<file path="config.mk">
export PLATFORM = sky130hd
export DESIGN_NAME = ibt_byte_engine
export DESIGN_NICKNAME = d
export VERILOG_FILES = /design/src/inc/ibt_pkg.sv /design/src/logic/ibt_baud_gen.sv /design/src/logic/ibt_byte_engine.sv
export SDC_FILE = /design/constraint.sdc
export NUM_CORES = 1
export LEC_CHECK = 0
export BUFFER_PORTS_ARGS = -buffer_cell sky130_fd_sc_hd__buf_2
export CAP_MARGIN = 15
export CORE_UTILIZATION = 45
export DETAILED_ROUTE_END_ITERATION = 10
export GPL_TIMING_DRIVEN = 0
export PLACE_DENSITY = 0.81
export SLEW_MARGIN = 20
export SYNTH_ARGS = -nofsm -noshare
export SYNTH_HDL_FRONTEND = slang
export SYNTH_SLANG_ARGS = --single-unit
export TNS_END_PERCENT = 1
</file>
<file path="constraint.sdc">
create_clock -name core_clk -period 1.9 [get_ports core_clk]
set_clock_uncertainty 0.15 [all_clocks]
set_input_delay 0.285 -clock core_clk [delete_from_list [all_inputs] [get_ports core_clk]]
set_output_delay 0.285 -clock core_clk [all_outputs]
set_load 0.02 [all_outputs]
</file>
<file path="src/inc/ibt_pkg.sv">
// Shared constants, types and state layout for the byte transfer engine
package ibt_pkg;

  localparam int unsigned DATA_W      = 8;      // Byte width on the wire
  localparam logic [3:0]  BIT_FIRST   = 4'h0;   // First bit index
  localparam logic [3:0]  BIT_LAST    = 4'h7;   // Eighth bit (read/write or LSB)
  localparam logic [3:0]  BIT_ACK     = 4'h8;   // Ninth clock, acknowledge slot
  localparam logic [7:0]  BYTE_RESET  = 8'h00;  // Reset value of byte holders
  localparam logic [7:0]  BAUD_ZERO   = 8'h00;  // Generator terminal count
  localparam logic        LINE_REL    = 1'b0;   // Enable low: line released
  localparam logic        LINE_PULL   = 1'b1;   // Enable high: line pulled low
  localparam logic        PIN_IDLE    = 1'b1;   // Bus idle level for syncs

  // Engine states
  typedef enum logic [2:0] {
    IBT_IDLE    = 3'b000,  // Waiting for a command
    IBT_HOLD    = 3'b001,  // Start hold time after a start condition
    IBT_TX_LOW  = 3'b010,  // Transmit, clock low phase
    IBT_TX_WAIT = 3'b011,  // Transmit, clock released, waiting for high
    IBT_TX_HIGH = 3'b100,  // Transmit, clock high phase
    IBT_RX_LOW  = 3'b101,  // Receive, clock low phase
    IBT_RX_WAIT = 3'b110,  // Receive, clock released, waiting for high
    IBT_RX_HIGH = 3'b111   // Receive, clock high phase
  } ibt_state_t;

  // Pin level pair after synchronisation
  typedef struct packed {
    logic scl;  // Clock line level
    logic sda;  // Data line level
  } ibt_pins_t;

  // Software-visible status flags
  typedef struct packed {
    logic buffer_full_flag;       // Buffer holds unread / unsent byte
    logic write_collision_flag;   // Buffer write refused
    logic receive_overflow_flag;  // Byte arrived onto a full buffer
    logic ack_status_bit;         // 1 when slave did not acknowledge
    logic port_interrupt_flag;    // Completion event
    logic receive_enable_bit;     // Reception in progress
  } ibt_flags_t;

  // Whole state of the main engine
  typedef struct packed {
    ibt_pins_t  sync1;            // First synchroniser stage
    ibt_pins_t  sync2;            // Second synchroniser stage
    ibt_state_t state;            // Engine state
    logic [3:0] bit_cnt;          // Bit index within the byte
    logic [7:0] byte_shift;       // Shift register
    logic [7:0] transfer_buffer;  // Buffer seen by software
    ibt_flags_t flags;            // Status flags
    logic       scl_oe;           // Clock pull-down enable
    logic       sda_oe;           // Data pull-down enable
    logic       scl_park;         // Clock kept low between bytes
  } ibt_core_t;

  // Whole state of the baud generator
  typedef struct packed {
    logic [7:0] count;            // Down counter
    logic       tick;             // Rollover pulse
  } ibt_baud_t;

endpackage

</file>
<file path="src/logic/ibt_baud_gen.sv">
// Baud rate generator: reloadable down counter with rollover pulse
`timescale 1ns/1ps
module ibt_baud_gen
  import ibt_pkg::*;
(
  input  wire logic       core_clk,     // System clock
  input  wire logic       resetn,       // Async reset, active low
  input  wire logic       run,          // Count while high, reload while low
  input  wire logic [7:0] reload,       // Baud reload value
  output logic            tick          // One-cycle rollover pulse
);

  ibt_baud_t st_reg;   // Registered state
  ibt_baud_t st_next;  // Next state

  // Counter: a stopped generator always restarts a full period
  always_comb begin
    st_next      = st_reg;
    st_next.tick = 1'b0;
    if (!run) begin
      st_next.count = reload;  // Reload on every period start
    end else if (st_reg.count == BAUD_ZERO) begin
      st_next.count = reload;  // Rollover reloads too
      st_next.tick  = 1'b1;
    end else begin
      st_next.count = st_reg.count - 8'h01;
    end
  end

  // State register
  always_ff @(posedge core_clk or negedge resetn) begin
    if (!resetn) begin
      st_reg <= '{count: BAUD_ZERO, tick: 1'b0};
    end else begin
      st_reg <= st_next;
    end
  end

  assign tick = st_reg.tick;  // Straight from a flip-flop

endmodule

</file>
<file path="src/logic/ibt_byte_engine.sv">
// Master byte transmit/receive engine for a two-wire serial port
//
// Function
// - Buffer write sets full flag, starts shifting
// - Change data after fall; low then high period
// - Data valid before clock release, held stable
// - Eighth fall clears full flag, releases data
// - Ninth clock captures slave acknowledge level
// - After ninth clock: interrupt, clock held low
// - Address: seven bits then read/write bit
// - Write while sending sets collision, ignored
// - Wait start hold time after start
// - Interrupt after stop or restart completes
// - Receive enable honoured only when idle
// - Receive: clock toggles per rollover, sample
// - Eighth receive fall: buffer load, flags, halt
// - Software buffer read clears full flag, except while receiving
// - Byte onto full buffer sets overflow
// - Write while receiving sets collision, ignored
// - Generator reloads baud setting each period
// - Generator waits until clock sampled high
`timescale 1ns/1ps
module ibt_byte_engine
  import ibt_pkg::*;
(
  input  wire logic       core_clk,               // System clock, 50 MHz
  input  wire logic       resetn,                 // Async reset, active low
  input  wire logic       buf_wr,                 // Software buffer write pulse
  input  wire logic [7:0] buf_wr_data,            // Byte written by software
  input  wire logic       buf_rd,                 // Software buffer read pulse
  output logic      [7:0] transfer_buffer,        // Buffer contents
  input  wire logic       receive_enable_set,     // Receive request pulse
  input  wire logic       write_collision_flag_clear,             // Clear collision flag
  input  wire logic       overflow_clear,         // Clear overflow flag
  input  wire logic       irq_clear,              // Clear interrupt flag
  input  wire logic [7:0] baud_reload_register,   // Baud reload value
  input  wire logic       sequence_busy,          // Start/stop/restart/ack active
  input  wire logic       start_done,             // Start condition finished
  input  wire logic       condition_done,         // Stop or restart finished
  output logic            buffer_full_flag,       // Buffer full
  output logic            write_collision_flag,   // Write collision
  output logic            receive_overflow_flag,  // Receive overflow
  output logic            ack_status_bit,         // Slave did not acknowledge
  output logic            port_interrupt_flag,    // Completion event
  output logic            receive_enable_bit,     // Reception in progress
  output logic            engine_busy,            // Engine pulls the clock low
  input  wire logic       serial_clock_line_in,   // Clock pin level
  output logic            serial_clock_line_out,  // Clock pin drive value
  output logic            serial_clock_line_oe,   // Clock pull-down enable
  input  wire logic       serial_data_line_in,    // Data pin level
  output logic            serial_data_line_out,   // Data pin drive value
  output logic            serial_data_line_oe     // Data pull-down enable
);

  ibt_core_t st_reg;   // Registered state
  ibt_core_t st_next;  // Next state
  logic      brg_run;  // Generator counting
  logic      brg_tick; // Generator rollover

  // Reset image of the whole state
  localparam ibt_core_t CORE_RESET = '{
    sync1:           '{scl: PIN_IDLE, sda: PIN_IDLE},
    sync2:           '{scl: PIN_IDLE, sda: PIN_IDLE},
    state:           IBT_IDLE,
    bit_cnt:         BIT_FIRST,
    byte_shift:      BYTE_RESET,
    transfer_buffer: BYTE_RESET,
    flags:           '0,
    scl_oe:          LINE_REL,
    sda_oe:          LINE_REL,
    scl_park:        1'b0
  };

  // Pull-down enable for one data bit: a one is a released line
  function automatic logic bit_drive(input logic [7:0] b);
    bit_drive = b[7] ? LINE_REL : LINE_PULL;
  endfunction

  // Generator runs in timed phases only; in the wait phases it stands
  // still so a slave holding the clock low stretches the low time
  always_comb begin
    case (st_reg.state)
      IBT_HOLD,
      IBT_TX_LOW,
      IBT_TX_HIGH,
      IBT_RX_LOW,
      IBT_RX_HIGH: brg_run = 1'b1;
      default:     brg_run = 1'b0;
    endcase
  end

  // Rollover timing source
  ibt_baud_gen u_baud (
    .core_clk (core_clk),
    .resetn   (resetn),
    .run      (brg_run),
    .reload   (baud_reload_register),
    .tick     (brg_tick)
  );

  // Next-state logic for the whole engine
  always_comb begin
    st_next       = st_reg;
    st_next.sync1 = '{scl: serial_clock_line_in, sda: serial_data_line_in};
    st_next.sync2 = st_reg.sync1;

    // Software clears first; hardware sets below win over them
    if (write_collision_flag_clear) begin
      st_next.flags.write_collision_flag = 1'b0;
    end
    if (overflow_clear) begin
      st_next.flags.receive_overflow_flag = 1'b0;
    end
    if (irq_clear) begin
      st_next.flags.port_interrupt_flag = 1'b0;
    end
    // Read side effect; a byte landing this cycle sets it again
    if (buf_rd && !st_reg.flags.receive_enable_bit) begin
      st_next.flags.buffer_full_flag = 1'b0;
    end

    // Neighbouring sequences own the clock line while they run
    if (sequence_busy) begin
      st_next.scl_park = 1'b0;
      st_next.scl_oe   = LINE_REL;
    end

    // Stop or restart finished: completion event
    if (condition_done) begin
      st_next.flags.port_interrupt_flag = 1'b1;
    end

    case (st_reg.state)
      // Waiting for software
      IBT_IDLE: begin
        // Parked clock stays low until a byte or a sequence moves it
        if (st_reg.scl_park && !sequence_busy) begin
          st_next.scl_oe = LINE_PULL;
        end
        if (start_done) begin
          st_next.state = IBT_HOLD;
        end else if (buf_wr && !sequence_busy) begin
          // Address or data byte; first bit goes out at once
          st_next.transfer_buffer        = buf_wr_data;
          st_next.byte_shift             = buf_wr_data;
          st_next.flags.buffer_full_flag = 1'b1;
          st_next.bit_cnt                = BIT_FIRST;
          st_next.scl_oe                 = LINE_PULL;
          st_next.sda_oe                 = bit_drive(buf_wr_data);
          st_next.state                  = IBT_TX_LOW;
        end else if (receive_enable_set && !sequence_busy) begin
          st_next.flags.receive_enable_bit = 1'b1;
          st_next.bit_cnt                  = BIT_FIRST;
          st_next.scl_oe                   = LINE_PULL;
          st_next.sda_oe                   = LINE_REL;  // Slave drives
          st_next.state                    = IBT_RX_LOW;
        end
        // A write while a sequence runs or a start ends is a collision
        if (buf_wr && (sequence_busy || start_done)) begin
          st_next.flags.write_collision_flag = 1'b1;
        end
      end

      // One generator period of hold after the start
      IBT_HOLD: begin
        if (brg_tick) begin
          st_next.state = IBT_IDLE;
        end
        if (buf_wr) begin
          st_next.flags.write_collision_flag = 1'b1;
        end
      end

      // Clock low, data already set up
      IBT_TX_LOW: begin
        if (brg_tick) begin
          st_next.scl_oe = LINE_REL;  // Data stable before release
          st_next.state  = IBT_TX_WAIT;
        end
        if (buf_wr) begin
          st_next.flags.write_collision_flag = 1'b1;
        end
      end

      // Clock released, wait until really high
      IBT_TX_WAIT: begin
        if (st_reg.sync2.scl) begin
          st_next.state = IBT_TX_HIGH;
          if (st_reg.bit_cnt == BIT_ACK) begin
            st_next.flags.ack_status_bit = st_reg.sync2.sda;
          end
        end
        if (buf_wr) begin
          st_next.flags.write_collision_flag = 1'b1;
        end
      end

      // Clock high for one period, then falling edge
      IBT_TX_HIGH: begin
        if (brg_tick) begin
          st_next.scl_oe     = LINE_PULL;
          st_next.bit_cnt    = st_reg.bit_cnt + 4'h1;
          st_next.byte_shift = {st_reg.byte_shift[6:0], 1'b0};
          if (st_reg.bit_cnt == BIT_ACK) begin
            // Ninth fall: hold clock low, keep data as it is
            st_next.flags.port_interrupt_flag = 1'b1;
            st_next.scl_park                  = 1'b1;
            st_next.state                     = IBT_IDLE;
          end else if (st_reg.bit_cnt == BIT_LAST) begin
            st_next.flags.buffer_full_flag = 1'b0;
            st_next.sda_oe                 = LINE_REL;
            st_next.state                  = IBT_TX_LOW;
          end else begin
            // Next bit changes only after this fall
            st_next.sda_oe = bit_drive({st_reg.byte_shift[6:0], 1'b0});
            st_next.state  = IBT_TX_LOW;
          end
        end
        if (buf_wr) begin
          st_next.flags.write_collision_flag = 1'b1;
        end
      end

      // Receive: clock low for one rollover
      IBT_RX_LOW: begin
        if (brg_tick) begin
          st_next.scl_oe = LINE_REL;
          st_next.state  = IBT_RX_WAIT;
        end
        if (buf_wr) begin
          st_next.flags.write_collision_flag = 1'b1;
        end
      end

      // Receive: stretched clock holds the generator
      IBT_RX_WAIT: begin
        if (st_reg.sync2.scl) begin
          st_next.state = IBT_RX_HIGH;
        end
        if (buf_wr) begin
          st_next.flags.write_collision_flag = 1'b1;
        end
      end

      // Receive: sample at the end of the high phase, then fall
      IBT_RX_HIGH: begin
        if (brg_tick) begin
          st_next.scl_oe     = LINE_PULL;
          st_next.byte_shift = {st_reg.byte_shift[6:0], st_reg.sync2.sda};
          st_next.bit_cnt    = st_reg.bit_cnt + 4'h1;
          st_next.state      = IBT_RX_LOW;
          if (st_reg.bit_cnt == BIT_LAST) begin
            st_next.flags.receive_enable_bit  = 1'b0;
            st_next.transfer_buffer = {st_reg.byte_shift[6:0],
                                       st_reg.sync2.sda};
            st_next.flags.buffer_full_flag    = 1'b1;
            st_next.flags.port_interrupt_flag = 1'b1;
            st_next.scl_park                  = 1'b1;
            st_next.state                     = IBT_IDLE;
            // Previous byte never read: report overflow
            if (st_reg.flags.buffer_full_flag) begin
              st_next.flags.receive_overflow_flag = 1'b1;
            end
          end
        end
        if (buf_wr) begin
          st_next.flags.write_collision_flag = 1'b1;
        end
      end

      default: begin
        st_next.state = IBT_IDLE;
      end
    endcase
  end

  // State register; async reset loads constants only
  always_ff @(posedge core_clk or negedge resetn) begin
    if (!resetn) begin
      st_reg <= CORE_RESET;
    end else begin
      st_reg <= st_next;
    end
  end

  // Outputs, all taken from the state register
  assign transfer_buffer       = st_reg.transfer_buffer;
  assign buffer_full_flag      = st_reg.flags.buffer_full_flag;
  assign write_collision_flag  = st_reg.flags.write_collision_flag;
  assign receive_overflow_flag = st_reg.flags.receive_overflow_flag;
  assign ack_status_bit        = st_reg.flags.ack_status_bit;
  assign port_interrupt_flag   = st_reg.flags.port_interrupt_flag;
  assign receive_enable_bit    = st_reg.flags.receive_enable_bit;
  assign engine_busy           = st_reg.scl_oe;
  // Lines are pulled low or released, never driven high
  assign serial_clock_line_out = st_reg.sync2.scl & 1'b0;
  assign serial_data_line_out  = st_reg.sync2.sda & 1'b0;
  assign serial_clock_line_oe  = st_reg.scl_oe;
  assign serial_data_line_oe   = st_reg.sda_oe;

endmodule

</file>
==> results.cfg, run 1 <==
[synthesis]
synth-compound-area-share = 0.181
synth_fa_ha_area_frac = 0.0204
synth_top_family_by_area = compound AO/OA/AOI/OAI gates
ys_top_cells_by_count = dfrtp_1 (40), nand2_1 (16), inv_1 (15), nor2_1 (14), o21ai_0 (14)
yosys.area.top_type = dfrtp_1
syn_inst = 242
synthArstFlopShare = 1.00
synth.distinct_cells = 48
synth-seq-cells = 44
syn_area_um2 = 2450
synthXorXnorAreaFrac = 0.0321
yosysWarningCount = 0
yosysSeqAreaShare = 0.451
yosysMostFrequentCell = dfrtp_1
synth_area_leaders = dfrtp_1 (41%), mux2_2 (4.6%), dfstp_2 (4.3%)
synth_simple_gate_area_frac = 0.159
yosys.area.top_type_share = 0.408
synth.avg_cell_area_um2 = 10.1
synth_top_flop_cell = dfrtp_1
synth_mux_area_frac = 0.0826
synth_edf_count = 0

[global_route]
grt_max_degree = 45
track_usage = 0.199
first_global_vias = 1890
grt.overflow.total = 0
antenna_found_initial = 0
grt_pass1_wl_um = 8450

[run_status]
violations = setup timing
outcome = finished, violations left

[routing]
drt_pre_antenna_iters = 5
finalWirelength_um = 5440
viasPerCell = 5.48
route.detailed.drc = 0
avgRoutedWirePerCell_um = 14.4
drt_iter0_markers = 170
num_vias = 2067
ant_nets = 0

[run]
max-cap-violations = 0

[setup_path]
slowest_stage = or4_4
critPathCaptureType = register
worst-setup-path-type = reg -> reg
cp_data_arrival_time_ps = 1990
crit_required_ps = 1930
r2r_end = u_baud.st_reg[5]
worstPathCellList = or4_4 > nor4b_4 > nor2_4 > mux2_4
start_kind = register
cp_max_fo = 6
rr_startpoint = u_baud.st_reg[5]
slowest_delay_ps = 560
ff2ff_setup_slack_ps = -60
reg2reg_depth = 4

[die]
ios = 48
rows = 26
die_w_um = 75.9
die_h_um = 75.9
initial_core_util = 0.475
fp.dieArea_um2 = 5750
core-area_um2 = 5170

[clock_network]
numCtsBuffers = 5
cts_sinks = 44
cts_tree = yes
root_buffer = clkbuf_8
cts_buffer_depth = 2
cts.htree.levels = 2
cts.clk_slew.worst_paths_ps = 80
clk_latency_ps = 300

[pwr]
power_density_nw_per_um2 = 1340
irDropWorstVdd_v = 0.000909
finalPower_mw = 4.05
leakagePower_nw = 1.42

[timing]
slew_violations = 0
timing.final.ws_setup_ps = -59.9
worst_pin_slew_ps = 700
tns_ps = -322
fin_crit_sh = 1.03
grt_setup_unrepaired = true
fmax_ghz = 0.510
hold_viol = 0
min_period_ps = 1960
max_slew_margin = 0.531
finalSetupViolCount = 6

[min_path]
hold_class = in -> reg
min_delay_path_depth = 2
min_to = write_collision_flag
min-delay-start = write_collision_flag_clear

[cells_and_area]
antennaDiodeCount = 0
drive_above_1_share = 0.375
largest_register_ff_count = 17
area_delta_synth_final_pct = 23.0
nNetsFinal = 339
post-route-util = 0.584
fillCellCount = 441
finalInstanceArea_um2 = 3020

[place]
io_buffers = 45
place_congestion = 0.858
hpwlAfterDp_um = 3730
placed_area_um2 = 2770
[cell families after synthesis]
group,after synthesis
AO/OA/AOI/OAI,64
XOR/XNOR,9
adder cells (fa/ha/maj),4
buffers and inverters,36
flip-flops,44
multiplexers,16
other,1
AND/OR/NAND/NOR,68
[layout by cell type (no fill, tap or decap), drive strengths merged, types with 5 or more instances in the layout]
master / count
xor2: 6
mux2: 16
a32o: 8
o21ai: 15
nand3: 5
a21oi: 12
buf: 66
clkbuf: 16
nand2: 16
dfrtp: 40
a32oi: 9
inv: 15
nor2: 15
[critical path, delay by kind of cell, from the launching register on]
family	cells	cell delay [ps]
multiplexers	1	310
flip-flops	1	390
AND/OR/NAND/NOR	3	990
[power by group]
part / internal [mW] / switching [mW] / leakage (nW)
clock: 0.297 / 0.309 / 0.0455
sequential: 1.23 / 0.255 / 0.544
combinational: 0.916 / 1.05 / 0.826
[how the worst max path moves through the flow]
stage	startpoint	slack (ps)	depth (start not counted)	end
2_1_floorplan	u_baud.st_reg[4]	-90	4	u_baud.st_reg[1]
3_3_place_gp	st_reg[25]	-450	6	transfer_buffer[2]
3_5_place_dp	st_reg[25]	-480	6	transfer_buffer[2]
4_1_cts	u_baud.st_reg[4]	-120	4	u_baud.st_reg[5]
5_1_grt	u_baud.st_reg[5]	-130	4	u_baud.st_reg[5]
6_report	u_baud.st_reg[5]	-60	4	u_baud.st_reg[5]
[metal layers]
layer  GRT usage  up-vias  wire length [um]
met2       0.325       60              2620
met3      0.0397        7               314
met5           0        -                 0
met1       0.265     1002              2430
li1            -      998                 -
met4      0.0638        0                82
[area by class of cell]
class	count	area, um^2	area share
flip-flops and latches	44	1110	0.367
well taps	70	87.6	0.0290
repair buffers	56	318	0.105
inverters	15	56.3	0.0186
clock buffers	8	90.1	0.0298
plain buffers	21	144	0.0476
multi-input cells	163	1220	0.403
[repair_timing]
item | in CTS | in global routing
setup endpoints to repair | 29 | 33
endpoints found under the hold margin | 2 | 40
hold buffers | 2 | 1
pin swaps | 3 | 5
buffers inserted | 4 | 4
gates resized for setup | 11 | 11
[per-stage QoR]
step / hold slack, ps / setup slack, ps / instances
final: 9.99 / -59.9 / 377
after global routing: 26.2 / -131 / 377
after CTS: 14.4 / -122 / 372
after detailed placement: 197 / -481 / 358
after global placement: 196 / -450 / 358
after floorplan: -161 / -93.8 / 243
(Power assumes the default switching activity.)
==> run 2, diff against run 1 <==
- ABC_AREA: default -> 1
- PLACE_DENSITY: 0.81 -> 0.8
- SKIP_CTS_REPAIR_TIMING: default -> 1
==> results.cfg, run 2 <==
[synthesis]
yosysMostFrequentCell = nand2_1
ys_top_cells_by_count = nand2_1 (111), nand3_1 (41), dfrtp_1 (40), inv_1 (34), nor2_1 (31)
synth_top_flop_cell = dfrtp_1
synth-seq-cells = 44
synth_area_leaders = dfrtp_1 (36%), nand2_1 (15%), nand3_1 (7.4%)
yosysWarningCount = 0
synthArstFlopShare = 1.00
synth_edf_count = 0
yosysSeqAreaShare = 0.396
yosys.area.top_type = dfrtp_1
yosys.area.top_type_share = 0.359
synth.distinct_cells = 34
synth.avg_cell_area_um2 = 7.56
syn_inst = 369
syn_area_um2 = 2790

[cells_and_area]
regArea_um2 = 1110
mostFrequentLayoutCells = nand2_1 (111), buf_2 (45), nand3_1 (41)
antennaDiodeCount = 0
nNetsFinal = 458
fillCellCount = 580
final_common_cell = nand2_1
largest_register_ff_count = 17
final_cells = 501
area_delta_synth_final_pct = 15.7
post-route-util = 0.542
multiInputGateArea_um2 = 1380
drive_above_1_share = 0.256

[routing]
drt_iter0_markers = 111
num_vias = 2457
route.detailed.drc = 0
avgRoutedWirePerCell_um = 11.4
wl_met3_um = 221
drt_pre_antenna_iters = 4
viasPerCell = 4.90
wl_met2_um = 2870
ant_nets = 0
wl_met1_um = 2590
maxUsedRoutingLayer = met4
finalWirelength_um = 5700

[timing]
fin_crit_sh = 0.888
slew_violations = 0
worst_pin_slew_ps = 937
grt_setup_unrepaired = false
fmax_ghz = 0.593
hold_viol = 40
fin_hold_ws_ps = -33.8
tns_ps = 0
min_period_ps = 1690
max_slew_margin = 0.375
finalSetupViolCount = 0

[setup_path]
start_kind = register
crit_required_ps = 1940
worstSetupStartpoint = st_reg[25]
cp_data_arrival_time_ps = 1730
rr_startpoint = st_reg[25]
cpMostUsedCell = nand2_1
critPathCaptureType = register
slowest_stage = dfrtp_1
slowest_delay_ps = 440
worst-setup-path-type = reg -> reg
path_buf_inv = 1
worstPathCellList = ha_1 > nand2_1 > inv_1 > nand2_1 > o21ai_0 > nand4_1 > nand2_1 > nand2_1
critPathTopFamily = flip-flops
cp_max_fo = 6

[run_status]
violations = hold timing
outcome = finished, violations left

[clock_network]
cts_tree = yes
cts_buffer_depth = 2
clk_latency_ps = 300
cts.clk_slew.worst_paths_ps = 80
numCtsBuffers = 5
cts.htree.levels = 2
cts_sinks = 44
root_buffer = clkbuf_8

[place]
dp.cells = 490
io_buffers = 45
place_congestion = 0.871
hpwlAfterDp_um = 4360

[global_route]
antenna_found_initial = 0
grt.overflow.total = 0
grt_pass1_wl_um = 9630
track_usage = 0.190
first_global_vias = 2220
grt_max_degree = 45

[pwr]
power_density_nw_per_um2 = 1410
finalPower_mw = 4.56
leakagePower_nw = 1.70
irDropWorstVdd_v = 0.000828

[die]
rows = 28
ios = 48
core-area_um2 = 5960
die_w_um = 80.7
die_h_um = 80.7
fp.dieArea_um2 = 6520
initial_core_util = 0.468

[run]
max-cap-violations = 0

[min_path]
hold_class = in -> async
==> run 2: cell types whose count changed in the layout (fill, tap and decap cells not counted), moves of 6 or more <==
| cell | before | now |
|---|---|---|
| mux2_4 | 6 | 0 |
| a32oi_1 | 9 | 0 |
| o21ai_2 | 1 | 9 |
| a32o_1 | 8 | 0 |
| nor2_1 | 13 | 31 |
| inv_1 | 15 | 34 |
| o21ai_0 | 14 | 26 |
| mux2_2 | 10 | 0 |
| nand3_1 | 5 | 41 |
| nand2_1 | 15 | 111 |
| buf_4 | 20 | 13 |
| a21oi_1 | 12 | 4 |
==> run 2: cells by family (layout without fill, tap and decap cells) <==
logic type | Yosys count | after routing | share of synthesized area
xor+xnor | 5 | 5 | 0.0157
fa+ha+maj | 4 | 4 | 0.0179
buf+inv | 58 | 114 | 0.112
flops | 44 | 44 | 0.396
other cells | 1 | 2 | 0.00134
compound gates | 45 | 45 | 0.0946
simple gates | 212 | 212 | 0.362
==> run 2: final timing paths <==
path                                    endpoint  slack [ps]  cells after the start
hold reg to reg                       st_reg[32]         210                      0
setup reg to reg              receive_enable_bit         210                      8
hold / removal                transfer_buffer[4]         -30                      1
setup / recovery              receive_enable_bit         210                      8
max in group asynchronous            u_baud.tick        1040                      1
min in group core_clk      receive_overflow_flag          30                      2
==> run 2: worst reg2reg max path: stages (launching register included) <==
cell,delay (ps)
dfrtp_1,440
ha_1,200
nand2_1,50
inv_1,100
nand2_1,140
o21ai_0,260
nand4_1,120
nand2_1,70
nand2_1,40
==> run 2: through the flow <==
stage | hold WS [ps] | area [um^2] | setup WS, ps
after floorplan | -161 | 2790 | 448
after global placement | 196 | 3110 | 276
after detailed placement | 197 | 3110 | 227
after CTS | -81.6 | 3200 | 196
after global routing | 34.2 | 3230 | 26.0
final | -33.8 | 3230 | 213
==> run 2: report_power, final <==
group / switching [mW] / total (mW) / internal, mW
Combinational: 1.58 / 2.50 / 0.923
Sequential: 0.205 / 1.47 / 1.26
Clock: 0.323 / 0.586 / 0.263
Total: 2.11 / 4.56 / 2.45
==> run 2: layout make-up <==
type                            count  share of cell area
Inverter                           40              0.0488
Multi-Input combinational cell    268               0.426
Sequential cell                    44               0.343
Buffer                             18              0.0477
Clock buffer                        7              0.0236
Timing Repair Buffer               48              0.0791
Clock inverter                      1             0.00271
Tap cell                           75              0.0291
==> run 2: metal layers <==
layer | global-route usage | up-vias
li1 | - | 1279
met1 | 0.236 | 1119
met2 | 0.338 | 56
met3 | 0.0427 | 3
met4 | 0.0357 | 0
met5 | 0 | -
==> run 3, diff against run 2 <==
- ABC_AREA: 1 -> default
- PLACE_DENSITY: 0.8 -> 0.81
==> results.cfg, run 3 (synthesis results as in run 1) <==
[run_status]
outcome = finished, violations left
violations = setup timing

[timing]
min_period_ps = 2070
timing.final.ws_setup_ps = -166
max_slew_margin = 0.578
fin_crit_sh = 1.09
finalSetupViolCount = 8
fin_hold_ws_ps = 17.5
slew_violations = 0
grt_setup_unrepaired = true
worst_pin_slew_ps = 630
fmax_ghz = 0.484
hold_viol = 0

[cells_and_area]
regArea_um2 = 1110
finalInstanceArea_um2 = 3010
area_delta_synth_final_pct = 22.7
multiInputGateArea_um2 = 1220
mostFrequentLayoutCells = buf_2 (45), dfrtp_1 (38), buf_4 (21)
largest_register_ff_count = 17
drive_above_1_share = 0.373
final_cells = 376
final_common_cell = buf_2
post-route-util = 0.582
fillCellCount = 450
antennaDiodeCount = 0
nNetsFinal = 338

[min_path]
min_delay_path_depth = 2
hold_class = in -> reg

[routing]
wl_met2_um = 2560
num_vias = 2028
avgRoutedWirePerCell_um = 14.2
ant_nets = 0
wl_met3_um = 226
finalWirelength_um = 5350
wl_met1_um = 2480
viasPerCell = 5.39
maxUsedRoutingLayer = met4
drt_iter0_markers = 156
route.detailed.drc = 0
drt_pre_antenna_iters = 4

[pwr]
irDropWorstVdd_v = 0.000921
leakagePower_nw = 1.41
power_density_nw_per_um2 = 1340

[setup_path]
worst-setup-path-type = reg -> reg
start_kind = register
path_buf_inv = 1
cp_num_cells = 5
crit_required_ps = 1920
cp_data_arrival_time_ps = 2090
slowest_stage = or4_4
critPathTopFamily = simple AND/OR/NAND/NOR gates
worstPathCellList = or4_4 > nor4b_4 > buf_4 > nor2_4 > mux2_4
cp_max_fo = 6
slowest_delay_ps = 560
critPathCaptureType = register
reg2reg_depth = 5

[die]
ios = 48
die_h_um = 75.9
rows = 26
die_w_um = 75.9
initial_core_util = 0.475
core-area_um2 = 5170
fp.dieArea_um2 = 5750

[clock_network]
clk_latency_ps = 290
numCtsBuffers = 5
cts_tree = yes
cts_buffer_depth = 2
root_buffer = clkbuf_8
cts.clk_slew.worst_paths_ps = 80
cts_sinks = 44
cts.htree.levels = 2

[global_route]
antenna_found_initial = 0
grt_max_degree = 45
track_usage = 0.196
first_global_vias = 1865
grt.overflow.total = 0
grt_pass1_wl_um = 8350

[place]
place_congestion = 0.858
hpwlAfterDp_um = 3730
io_buffers = 45
dp.cells = 358
placed_area_um2 = 2770

[run]
max-cap-violations = 0
-- run 3: cell count changes in the layout (fill, tap and decap cells not counted), sizes merged, moves of 16 or more --
cell   change
nand2    -105
nor2      -24
o21ai     -24
mux2      +16
inv       -24
nand3     -39
-- run 3: worst paths after layout --
check,from,end,slack [ps]
min in group asynchronous,resetn,transfer_buffer[5],360
max in group asynchronous,resetn,st_reg[33],830
worst max-delay path,u_baud.st_reg[3],u_baud.st_reg[5],-170
worst max register to register,u_baud.st_reg[3],u_baud.st_reg[5],-170
worst min register to register,st_next[33],st_reg[33],210
worst min-delay path,write_collision_flag_clear,write_collision_flag,20
-- run 3: power by group --
part	switching, mW	leakage (nW)	internal (mW)
combinational	1.01	0.819	0.892
sequential	0.293	0.543	1.23
clock	0.301	0.0455	0.297
total	1.60	1.41	2.42
-- run 3: metrics by stage --
| step | power [mW] | setup TNS (ps) | setup slack, ps |
|---|---|---|---|
| 2_1_floorplan | 2.83 | -1300 | -93.8 |
| 3_3_place_gp | 3.20 | -5650 | -450 |
| 3_5_place_dp | 3.26 | -6320 | -481 |
| 4_1_cts | 3.86 | -6560 | -487 |
| 5_1_grt | 4.32 | -3200 | -230 |
| 6_report | 4.02 | -1090 | -166 |
-- run 3: layout make-up --
class / instances / share of cell area
Multi-Input combinational cell: 163 / 0.404
Sequential cell: 44 / 0.368
Inverter: 15 / 0.0187
Tap cell: 70 / 0.0291
Clock buffer: 8 / 0.0299
Timing Repair Buffer: 56 / 0.106
Buffer: 20 / 0.0445
-- run 3: layer usage --
metal | GRT usage | vias to the layer above
li1 | - | 994
met5 | 0 | -
met4 | 0.0679 | 0
met3 | 0.0410 | 8
met1 | 0.260 | 984
met2 | 0.319 | 42
